**config.mk**
```make
export PLATFORM = sky130hd
export DESIGN_NAME = aoi_audio_out
export DESIGN_NICKNAME = d
export VERILOG_FILES = /design/src/hdl/aoi_pkg.sv /design/src/hdl/aoi_mem_if.sv /design/src/hdl/aoi_audio_out.sv /design/src/hdl/aoi_sample_mem.sv
export SDC_FILE = /design/constraint.sdc
export NUM_CORES = 1
export LEC_CHECK = 0
export BUFFER_PORTS_ARGS = -buffer_cell sky130_fd_sc_hd__buf_2
export CORE_ASPECT_RATIO = 1.25
export CORE_UTILIZATION = 27
export DETAILED_ROUTE_END_ITERATION = 12
export PLACE_DENSITY = 0.4
export SYNTH_ARGS = -nofsm -noshare
export SYNTH_HDL_FRONTEND = slang
export SYNTH_SLANG_ARGS = --single-unit
```
**constraint.sdc**
```tcl
create_clock -name i_clk -period 3.5 [get_ports i_clk]
set_input_delay 0.525 -clock i_clk [delete_from_list [all_inputs] [get_ports i_clk]]
set_output_delay 0.525 -clock i_clk [all_outputs]
set_load 0.01 [all_outputs]
```
**src/hdl/aoi_pkg.sv**
```systemverilog
package aoi_pkg;
  // Register addresses
  localparam logic [7:0] AOI_FMT_ADDR = 8'h9a;
  localparam logic [7:0] AOI_SRC_ADDR = 8'h9b;
  localparam logic [7:0] AOI_STA_ADDR = 8'h9c;
  localparam logic [7:0] AOI_DAT_ADDR = 8'h9d;
  localparam logic [7:0] AOI_DIV_ADDR = 8'hec;
  // Values after reset
  localparam logic [7:0] AOI_FMT_RST = 8'h08;
  localparam logic [7:0] AOI_SRC_RST = 8'hb2;
  localparam logic [7:0] AOI_STA_RST = 8'hc0;
  localparam logic [7:0] AOI_DAT_RST = 8'hff;
  localparam logic [4:0] AOI_DIV_RST = 5'h00;
  // Format control fields
  localparam int AOI_HLR_BIT = 0;
  localparam int AOI_SIZE_BIT = 1;
  localparam int AOI_POL_BIT = 2;
  localparam int AOI_ALIGN_LSB = 3;
  // Source control fields
  localparam int AOI_EN_BIT = 0;
  localparam int AOI_REP_LSB = 1;
  localparam int AOI_RSV_BIT = 3;
  localparam int AOI_UMASK_BIT = 4;
  localparam int AOI_RMASK_BIT = 5;
  localparam int AOI_PULL_BIT = 6;
  localparam int AOI_SRCSEL_BIT = 7;
  // Status fields
  localparam int AOI_REQ_BIT = 7;
  localparam int AOI_UDR_BIT = 6;
  localparam int AOI_FULL_BIT = 5;
  // Voice buffer
  localparam int AOI_VBUF_DEPTH = 8;
  localparam int AOI_REQ_LEVEL = 4;
  localparam logic [7:0] AOI_LOW_FILL = 8'h00;
  // Repeat counts per rate code
  localparam logic [2:0] AOI_REP_X1 = 3'h1;
  localparam logic [2:0] AOI_REP_X2 = 3'h2;
  localparam logic [2:0] AOI_REP_X4 = 3'h4;
  localparam logic [2:0] AOI_REP_X6 = 3'h6;
  // Master clock half periods per half bit
  localparam logic [3:0] AOI_HB_256_16 = 4'h8;
  localparam logic [3:0] AOI_HB_256_32 = 4'h4;
  localparam logic [3:0] AOI_HB_384_16 = 4'hc;
  localparam logic [3:0] AOI_HB_384_32 = 4'h6;
  localparam logic [5:0] AOI_LAST_16 = 6'h1f;
  localparam logic [5:0] AOI_LAST_32 = 6'h3f;
endpackage : aoi_pkg

```
**src/hdl/aoi_mem_if.sv**
```systemverilog
`timescale 1ns/10ps
`default_nettype none
interface aoi_mem_if #(
  parameter int AW = 3,
  parameter int DW = 8
);
  logic wr_en;
  logic [AW-1:0] wr_addr;
  logic [DW-1:0] wr_data;
  logic [AW-1:0] rd_addr;
  logic [DW-1:0] rd_data;
  modport ctrl (output wr_en, output wr_addr, output wr_data,
    output rd_addr, input rd_data);
  modport mem (input wr_en, input wr_addr, input wr_data,
    input rd_addr, output rd_data);
endinterface : aoi_mem_if
`default_nettype wire

```
**src/hdl/aoi_audio_out.sv**
```systemverilog
`timescale 1ns/10ps
`default_nettype none
// Notes on behaviour
// RL1: Unmasked request or underrun setting raises interrupt
// RL2: Sample byte write clears request and underrun
// RL3: Interrupt flag clears on service entry acknowledge
// RL4: Processor loads four bytes per request
// RL5: Software sets master clock 256 or 384 Fs
// RL6: High rate bit picks bit clock ratio
// RL7: Five bit alignment field shifts data start
// RL8: Polarity bit picks word select level for left
// RL9: Size bit picks 16 or 32 bit slots
// RL10: Format control resets to 0x08
// RL11: Source bit selects processor or decoder samples
// RL12: Pull bit enables decoder data requests
// RL13: Mask bits block request and underrun interrupts
// RL14: Enable bit turns whole interface on; code leaves register and buffer writes active when off
// RL15: Source control resets 0xb2, bit 3 zero
// RL16: Request flag sets when buffer half empty
// RL17: Underrun flag sets when buffer runs empty
// RL18: Busy flag high while buffer full; code raises it only with processor source selected
// RL19: Status read only, resets 0xc0, low zeros
// RL20: Sample byte register resets to all ones
// RL21: Divider holds five bits, resets to zero
// RL22: Software answers requests before any underrun
// RL23: Request sets at four to three, clears four to five
// RL24: Byte widened with zero low byte
// RL25: Repeat code replays sample 1,2,4,6 times
// RL26: Alignment zero MSB, one LSB, more pads zeros
// RL27: MSB first, data changes on falling bit clock
module aoi_audio_out
  import aoi_pkg::*;
#(
  parameter int VBUF_DEPTH = AOI_VBUF_DEPTH
) (
  input wire logic i_clk,
  input wire logic i_nrst,
  input wire logic [7:0] i_sfr_addr,
  input wire logic i_sfr_wr,
  input wire logic i_sfr_rd,
  input wire logic [7:0] i_sfr_wdata,
  output logic [7:0] o_sfr_rdata,
  input wire logic [15:0] i_dec_data,
  input wire logic i_dec_valid,
  output logic o_dec_req,
  input wire logic i_global_audio_irq_enable,
  input wire logic i_irq_ack,
  output logic o_irq_flag,
  output logic o_irq_req,
  output logic o_master_clk,
  output logic o_bit_clock_out,
  output logic o_word_select_out,
  output logic o_serial_data
);
  localparam int VAW = $clog2(VBUF_DEPTH);
  localparam logic [VAW:0] VFULL = (VAW+1)'(VBUF_DEPTH);
  localparam logic [VAW:0] VLVL = (VAW+1)'(AOI_REQ_LEVEL);

  typedef struct packed {
    logic [7:0] fmt;
    logic [7:0] src;
    logic [7:0] dat;
    logic [4:0] div;
    logic req;
    logic udr;
    logic irq;
    logic [7:0] rdata;
    logic [VAW:0] vcnt;
    logic [VAW-1:0] vwp;
    logic [VAW-1:0] vrp;
    logic vstale;
    logic vhave;
    logic [2:0] vrep;
    logic [7:0] vbyte;
    logic dhalf;
    logic [15:0] dleft;
    logic [1:0][31:0] fmem;
    logic fwp;
    logic frp;
    logic [1:0] fcnt;
    logic [4:0] dcnt;
    logic mclk;
    logic [3:0] hcnt;
    logic run;
    logic bclk;
    logic ws;
    logic sdo;
    logic [31:0] frame;
    logic [5:0] idx;
  } aoi_state_type;

  aoi_state_type q;
  aoi_state_type n;
  aoi_mem_if #(.AW(VAW), .DW(8)) mb ();

  logic en, voice, wide, dat_wr, vwr, pop_v, f_ready, f_push, f_pop, tick;
  logic req_set, udr_set, busy;
  logic [31:0] f_in;
  logic [3:0] hb_n;
  logic [5:0] last;
  logic [1:0] bit_o;
  logic [7:0] sta;

  // Word select and data bit for a frame position
  function automatic logic [1:0] slot_bit(input logic [31:0] fr,
      input logic [5:0] idx, input logic wd, input logic [4:0] al,
      input logic word_select_polarity);
    logic ch;
    logic [5:0] j;
    logic [5:0] slot;
    logic [5:0] start;
    logic [5:0] k;
    logic [15:0] s;
    ch = wd ? idx[5] : idx[4];
    j = wd ? {1'b0, idx[4:0]} : {2'b00, idx[3:0]};
    slot = wd ? 6'h20 : 6'h10;
    s = ch ? fr[15:0] : fr[31:16];
    start = 6'h00;
    // RL26: Justification start point
    if (al != 5'h00 && ({1'b0, al} - 6'h01) <= (slot - 6'h10)) begin
      start = slot - 6'h10 - ({1'b0, al} - 6'h01);
    end
    k = j - start;
    // RL8: Left slot level
    slot_bit[1] = ch ? ~word_select_polarity : word_select_polarity;
    // RL27: Most significant bit first
    slot_bit[0] = (j >= start && k < 6'h10) ? s[4'hf - k[3:0]] : 1'b0;
  endfunction : slot_bit

  aoi_sample_mem #(.DEPTH(VBUF_DEPTH), .DW(8)) u_mem (
    .i_clk(i_clk),
    .i_nrst(i_nrst),
    .mem_bus(mb.mem)
  );

  assign mb.wr_en = vwr;
  assign mb.wr_addr = q.vwp;
  assign mb.wr_data = i_sfr_wdata;
  assign mb.rd_addr = q.vrp;

  always_comb begin
    n = q;
    // RL14: Interface enable
    en = q.src[AOI_EN_BIT];
    // RL11: Sample source
    voice = q.src[AOI_SRCSEL_BIT];
    wide = q.fmt[AOI_SIZE_BIT];
    last = wide ? AOI_LAST_32 : AOI_LAST_16;
    // RL6: Bit clock ratio
    if (q.fmt[AOI_HLR_BIT]) begin
      hb_n = wide ? AOI_HB_384_32 : AOI_HB_384_16;
    end else begin
      hb_n = wide ? AOI_HB_256_32 : AOI_HB_256_16;
    end
    dat_wr = i_sfr_wr && i_sfr_addr == AOI_DAT_ADDR;
    vwr = dat_wr && q.vcnt != VFULL;
    // RL18: Busy while full
    busy = voice && q.vcnt == VFULL;
    sta = 8'h00;
    sta[AOI_REQ_BIT] = q.req;
    sta[AOI_UDR_BIT] = q.udr;
    sta[AOI_FULL_BIT] = busy;
    // Register writes
    if (i_sfr_wr) begin
      case (i_sfr_addr)
        AOI_FMT_ADDR: n.fmt = i_sfr_wdata;
        AOI_SRC_ADDR: begin
          n.src = i_sfr_wdata;
          // RL15: Reserved bit kept zero
          n.src[AOI_RSV_BIT] = 1'b0;
        end
        AOI_DAT_ADDR: n.dat = i_sfr_wdata;
        // RL21: Five bit divisor
        AOI_DIV_ADDR: n.div = i_sfr_wdata[4:0];
        default: n.div = q.div;
      endcase
    end
    // RL19: Status read only view
    if (i_sfr_rd) begin
      case (i_sfr_addr)
        AOI_FMT_ADDR: n.rdata = q.fmt;
        AOI_SRC_ADDR: n.rdata = q.src;
        AOI_STA_ADDR: n.rdata = sta;
        AOI_DAT_ADDR: n.rdata = q.dat;
        AOI_DIV_ADDR: n.rdata = {3'b000, q.div};
        default: n.rdata = 8'h00;
      endcase
    end
    // Voice byte fetch from sample memory
    pop_v = voice && en && !q.vhave && q.vcnt != '0 && !q.vstale;
    n.vstale = vwr | pop_v;
    if (vwr) begin
      n.vwp = q.vwp + 1'b1;
    end
    if (pop_v) begin
      n.vrp = q.vrp + 1'b1;
      n.vhave = 1'b1;
      n.vbyte = mb.rd_data;
      // RL25: Repeat factor
      case (q.src[AOI_REP_LSB +: 2])
        2'h0: n.vrep = AOI_REP_X1;
        2'h1: n.vrep = AOI_REP_X2;
        2'h2: n.vrep = AOI_REP_X4;
        default: n.vrep = AOI_REP_X6;
      endcase
    end
    if (vwr && !pop_v) begin
      n.vcnt = q.vcnt + 1'b1;
    end else if (pop_v && !vwr) begin
      n.vcnt = q.vcnt - 1'b1;
    end
    // RL16: Request at half empty
    // RL23: Set four to three
    req_set = voice && q.vcnt == VLVL && n.vcnt == VLVL - 1'b1;
    // RL17: Underrun on empty
    udr_set = voice && q.vcnt != '0 && n.vcnt == '0;
    // RL2: Byte write clears flags
    n.req = req_set | (q.req & ~(dat_wr | (q.vcnt == VLVL &&
      n.vcnt == VLVL + 1'b1)));
    n.udr = udr_set | (q.udr & ~dat_wr);
    // RL1: Raise on unmasked set
    // RL13: Source masks
    // RL3: Cleared on service entry
    n.irq = (req_set & ~q.src[AOI_RMASK_BIT]) |
      (udr_set & ~q.src[AOI_UMASK_BIT]) | (q.irq & ~i_irq_ack);
    // Two entry frame buffer feed
    f_ready = q.fcnt != 2'h2;
    // RL12: Decoder pull
    o_dec_req = en && !voice && q.src[AOI_PULL_BIT] && f_ready;
    f_push = 1'b0;
    // RL24: Zero low byte
    f_in = voice ? {q.vbyte, AOI_LOW_FILL, q.vbyte, AOI_LOW_FILL} :
      {q.dleft, i_dec_data};
    if (voice && q.vhave && f_ready) begin
      f_push = 1'b1;
      n.vrep = q.vrep - 3'h1;
      n.vhave = q.vrep != 3'h1;
    end
    if (o_dec_req && i_dec_valid) begin
      n.dhalf = ~q.dhalf;
      n.dleft = q.dhalf ? q.dleft : i_dec_data;
      f_push = q.dhalf;
    end
    // Clock generation and serializer
    f_pop = 1'b0;
    bit_o = 2'b00;
    tick = q.dcnt == q.div;
    if (!en) begin
      n.dcnt = 5'h00;
      n.mclk = 1'b0;
      n.hcnt = 4'h0;
      n.run = 1'b0;
      n.bclk = 1'b0;
      n.sdo = 1'b0;
    end else begin
      n.dcnt = tick ? 5'h00 : q.dcnt + 5'h01;
      n.mclk = tick ? ~q.mclk : q.mclk;
      if (!q.run) begin
        if (q.fcnt != 2'h0) begin
          f_pop = 1'b1;
          n.run = 1'b1;
          n.frame = q.fmem[q.frp];
          n.idx = 6'h00;
          n.hcnt = 4'h0;
          n.bclk = 1'b0;
          // RL7: Alignment from field
          bit_o = slot_bit(n.frame, 6'h00, wide,
            q.fmt[AOI_ALIGN_LSB +: 5], q.fmt[AOI_POL_BIT]);
          n.ws = bit_o[1];
          n.sdo = bit_o[0];
        end
      end else if (tick) begin
        if (q.hcnt == hb_n - 4'h1) begin
          n.hcnt = 4'h0;
          n.bclk = ~q.bclk;
          // RL27: Advance on falling edge
          if (q.bclk) begin
            // RL9: Slot length
            if (q.idx == last) begin
              n.idx = 6'h00;
              if (q.fcnt != 2'h0) begin
                f_pop = 1'b1;
                n.frame = q.fmem[q.frp];
              end else begin
                n.run = 1'b0;
              end
            end else begin
              n.idx = q.idx + 6'h01;
            end
            bit_o = slot_bit(n.frame, n.idx, wide,
              q.fmt[AOI_ALIGN_LSB +: 5], q.fmt[AOI_POL_BIT]);
            n.ws = n.run ? bit_o[1] : q.ws;
            n.sdo = n.run & bit_o[0];
          end
        end else begin
          n.hcnt = q.hcnt + 4'h1;
        end
      end
    end
    if (f_push) begin
      n.fmem[q.fwp] = f_in;
      n.fwp = ~q.fwp;
    end
    if (f_pop) begin
      n.frp = ~q.frp;
    end
    n.fcnt = q.fcnt + {1'b0, f_push} - {1'b0, f_pop};
  end

  always_ff @(posedge i_clk or negedge i_nrst) begin
    if (!i_nrst) begin
      q <= '0;
      // RL10: Format control reset
      q.fmt <= AOI_FMT_RST;
      // RL15: Source control reset
      q.src <= AOI_SRC_RST;
      // RL20: Sample byte reset
      q.dat <= AOI_DAT_RST;
      q.div <= AOI_DIV_RST;
      // RL19: Status flags reset
      q.req <= AOI_STA_RST[AOI_REQ_BIT];
      q.udr <= AOI_STA_RST[AOI_UDR_BIT];
    end else begin
      q <= n;
    end
  end

  assign o_sfr_rdata = q.rdata;
  assign o_irq_flag = q.irq;
  assign o_irq_req = q.irq & i_global_audio_irq_enable;
  assign o_master_clk = q.mclk;
  assign o_bit_clock_out = q.bclk;
  assign o_word_select_out = q.ws;
  assign o_serial_data = q.sdo;

  // RL1: Interrupt follows set
  property p_irq_raise;
    @(posedge i_clk) disable iff (!i_nrst)
    (req_set && !q.src[AOI_RMASK_BIT]) |=> q.irq;
  endproperty
  a_irq_raise: assert property (p_irq_raise) // RL1
    else $error("interrupt flag not raised by request");

  // RL2: Write clears flags
  property p_write_clears;
    @(posedge i_clk) disable iff (!i_nrst)
    dat_wr |=> (!q.req && !q.udr);
  endproperty
  a_write_clears: assert property (p_write_clears) // RL2
    else $error("sample write did not clear flags");

  // RL3: Acknowledge clears flag
  property p_ack_clears;
    @(posedge i_clk) disable iff (!i_nrst)
    (i_irq_ack && !req_set && !udr_set) |=> !o_irq_flag;
  endproperty
  a_ack_clears: assert property (p_ack_clears) // RL3
    else $error("interrupt flag survived acknowledge");

  // RL14: Disabled clocks idle
  property p_disable_idle;
    @(posedge i_clk) disable iff (!i_nrst)
    !q.src[AOI_EN_BIT] |=> (!o_bit_clock_out && !o_master_clk);
  endproperty
  a_disable_idle: assert property (p_disable_idle) // RL14
    else $error("clocks running while disabled");

  // RL15: Reserved bit reads zero
  property p_rsv_zero;
    @(posedge i_clk) disable iff (!i_nrst)
    (i_sfr_rd && i_sfr_addr == AOI_SRC_ADDR) |=> !o_sfr_rdata[AOI_RSV_BIT];
  endproperty
  a_rsv_zero: assert property (p_rsv_zero) // RL15
    else $error("reserved control bit read as one");

  // RL18: Busy read when full
  property p_busy_read;
    @(posedge i_clk) disable iff (!i_nrst)
    (i_sfr_rd && i_sfr_addr == AOI_STA_ADDR) |=>
      (o_sfr_rdata[AOI_FULL_BIT] == $past(busy) && o_sfr_rdata[4:0] == 5'h00);
  endproperty
  a_busy_read: assert property (p_busy_read) // RL18
    else $error("status read wrong busy or reserved bits");

  // RL23: Request on four to three
  property p_req_level;
    @(posedge i_clk) disable iff (!i_nrst)
    (voice && q.vcnt == VLVL ##1 q.vcnt == VLVL - 1'b1) |-> q.req;
  endproperty
  a_req_level: assert property (p_req_level) // RL23
    else $error("request flag missing at half empty");

  // RL17: Underrun on empty
  property p_udr_empty;
    @(posedge i_clk) disable iff (!i_nrst)
    (voice && q.vcnt != '0 ##1 q.vcnt == '0) |-> q.udr;
  endproperty
  a_udr_empty: assert property (p_udr_empty) // RL17
    else $error("underrun flag missing on empty buffer");
endmodule : aoi_audio_out
`default_nettype wire

```
**src/hdl/aoi_sample_mem.sv**
```systemverilog
`timescale 1ns/10ps
`default_nettype none
module aoi_sample_mem
  import aoi_pkg::*;
#(
  parameter int DEPTH = AOI_VBUF_DEPTH,
  parameter int DW = 8
) (
  input wire logic i_clk,
  input wire logic i_nrst,
  aoi_mem_if.mem mem_bus
);
  typedef struct packed {
    logic [DEPTH-1:0][DW-1:0] cells;
    logic [DW-1:0] rd;
  } aoi_mem_state_type;

  aoi_mem_state_type q;
  aoi_mem_state_type n;

  always_comb begin
    n = q;
    if (mem_bus.wr_en) begin
      n.cells[mem_bus.wr_addr] = mem_bus.wr_data;
    end
    n.rd = q.cells[mem_bus.rd_addr];
  end

  always_ff @(posedge i_clk or negedge i_nrst) begin
    if (!i_nrst) begin
      q <= '0;
    end else begin
      q <= n;
    end
  end

  assign mem_bus.rd_data = q.rd;
endmodule : aoi_sample_mem
`default_nettype wire

```
==> metrics.csv <==
metric;value;unit
Post-Syn Instances;1177;
final wirelength;33.6;mm
worst r2r path cells;16;
vias in the first global route;9221;
register area;0.00680;mm²
endpoints failing setup;0;
crit path capture type;flip-flop;
DRT antenna net count;0;
slowest CP cell;dfstp_2;
CTS buffer count;31;
row cnt;90;
Min-Delay Path Depth;2;
register area share after synthesis;51.7;%
# clock sinks;271;
CP peak stage delay;0.52;ns
Fmax;288;MHz
Layout area overhead;17.2;%
crit start category;flip-flop;
switching share of power;24.4;%
die height;249;µm
Comb power frac;8.9;%
Max-Cap Viols;0;
Hold Path End;o_irq_flag;
Total Routing Usage GR;14.1;%
Final period util;99.3;%
syn_area_per_cell;11.2;µm²
r2r startpoint;q[195];
worst path bufs/invs;1;
Iter 0 DRT Violations;295;
Sw Pwr;1.76;mW
leak pwr;6.83;nW
Multi-input gate area;0.00598;mm²
first-pass GRT wire length;54.5;mm
critical path type;reg2reg;
initial antenna violation count;0;
top cells by area, synth;dfrtp_1 (49%), mux2_2 (10%), nand2_1 (5.2%), o21ai_0 (4.5%), mux2i_1 (4.0%);
Worst slew margin;38.8;%
Post CTS Setup Buffer Count;0;
Ports;54;
clk_lat worst skew;0.57;ns
most numerous cell in the Yosys netlist;dfrtp_1;
die width;199;µm
syn nets;1239;
final-report hold violation count;0;
largest buffer count on any clock path;3;
CTS tree;built;
post-synth cell types;75;
setup TNS;0;ns
skew final;0.0264;ns
Overflow after GRT;0;
FFs w/ async S/R, synth;100;%
Reg2Reg Setup Slack;0.02;ns
Hold Path Class;in2reg;
Reg clk slew, reported paths;0.06;ns
gpl congestion;0.789;
share of the synthesized area in the top cell type;48.7;%
pin count of the biggest net entering global routing;113;
status;complete, no violations;
Required @ worst endpoint;4.00;ns
yosys synthesis warning count;0;
sequential power share;44.9;%
end of the worst register-to-register path;o_serial_data;
RSZ-0062 raised after global routing;true;
Remaining DRCs;0;
Vias;8852;
Final Max Slew Viols;0;
final net count;1296;
Starting Density;27.3;%
FILL cells;5031;
PortBufs;53;
Mapped Area;0.0132;mm²
Worst Hold Slack;0.203;ns
DP HPWL;23.3;mm
Die ar.;0.0496;mm²
final setup margin;0.0230;ns
DR WL/cell;17.6;µm
CTS H-Tree Depth;1;
Post-synth EDFFs;0;
layout cell share with drive strength beyond 1;26.8;%
drt pass-1 iters;4;
critical-path cell list;inv_1 > ha_2 > nand2_1 > xor2_1 > ha_1 > a31oi_4 > nor3_2 > ha_2 > fa_2 > nor2b_1 > o21ai_2 > mux2_4 > a22oi_1 > a2111o_1 > a2111oi_4 > a21o_1;
worst path arrival time;3.97;ns
core area;0.0482;mm²
top cells by count, synth;dfrtp_1 (256), nand2_1 (184), mux2_2 (120), o21ai_0 (118), mux2i_1 (53);
Crit Path Max Fanout;4;
pre-CTS setup slack;-0.0129;ns
Synth Register Bits;271;
Int Power;5.45;mW
most used flip-flop cell after synthesis;dfrtp_1;
CP top delay family;compound AO/OA/AOI/OAI gates;
vias per cell;4.65;
power share of the clock group;46.2;%
CP most frequent cell;ha_2;
worst min-delay path startpoint;i_irq_ack;
Final min period;3.48;ns
cell taking the most area after synthesis;dfrtp_1;
Worst VDD drop;0.000289;V
Root Buffer Master;clkbuf_16;
Slew @ Worst Pin;0.918;ns
pwr/cell area;468;mW/mm²
[logic make-up (layout without fill, tap and decap cells)]
family          count (synthesis)  count (layout)  synth area share, %
xor+xnor                       42              42                 2.79
other cells                     0               1                    0
simple gates                  324             324                 11.6
flops                         271             271                 51.7
fa+ha+maj                      23              23                 2.24
buf+inv                       107             188                 3.47
mux                           193             193                 17.7
compound gates                217             217                 10.5
[timing repair]
item | CTS | global route
pin swaps | 1 | 0
hold endpoints to repair | 31 | 0
gates resized for setup | 7 | 5
setup endpoints to repair | 1 | 1
hold buffers | 1 | 0
[state kept, by name, summed over array words and instances (netlist names)]
register and count:
q 179, u_mem.q 64, o_sfr_rdata 8, u_mem.mem_bus.rd_data 8, mb.rd_addr 3, mb.wr_addr 3, en 1, o_bit_clock_out 1
o_irq_flag 1, o_master_clk 1, o_serial_data 1, o_word_select_out 1
[stage by stage]
stage	std cells	area, µm²	util [%]	power, mW
after global placement	1844	14300	29.7	3.92
after floorplan	1177	13200	-	3.66
after detailed placement	1844	14300	29.7	3.93
final	1903	15400	32.0	7.22
after CTS	1902	15400	31.9	7.34
after global routing	1902	15400	32.0	7.56
[per-layer routing]
| layer | wire length, µm | global-route usage, % |
|---|---|---|
| met5 | 0 | 0 |
| met3 | 831 | 1.64 |
| met1 | 15200 | 18.6 |
| met4 | 669 | 3.86 |
| met2 | 16900 | 24.2 |
[final cells by class]
type / count / area share, %
flip-flops and latches: 271 / 44.1
multi-input cells: 799 / 38.8
clock buffers: 46 / 5.85
well taps: 644 / 5.22
repair buffers: 102 / 4.43
clock inverters: 11 / 0.949
inverters: 29 / 0.705
diodes: 1 / 0.0162
[cells in the final DEF (no fill, tap or decap), types with 15 or more instances in the layout]
cell type,count
nor2_1,36
nand3_1,19
buf_2,52
inv_1,29
xnor2_1,28
ha_1,20
mux2i_1,53
nand2b_1,19
buf_4,45
mux2_2,119
mux4_2,20
o21ai_0,116
nand2_1,184
dfrtp_1,255
dfstp_2,15
clkbuf_16,31
[worst max path at each step]
stage	from	endpoint	slack, ns	cells after the start
after floorplan	q[195]	o_serial_data	-0.008	17
after global placement	q[195]	o_serial_data	0.01	16
after detailed placement	q[195]	o_serial_data	-0.01	16
after CTS	q[195]	o_serial_data	0.005	16
after global routing	q[195]	o_serial_data	-0.15	16
final	q[195]	o_serial_data	0.02	16
[power groups by stage]
stage               clock network, mW  registers, mW  logic [mW]
floorplan                           0           3.27       0.383
global placement                    0           3.30       0.626
detailed placement                  0           3.30       0.629
CTS                              3.46           3.24       0.646
global route                     3.58           3.25       0.724
finish                           3.34           3.24       0.640
Power figures use the tool's default switching activity.
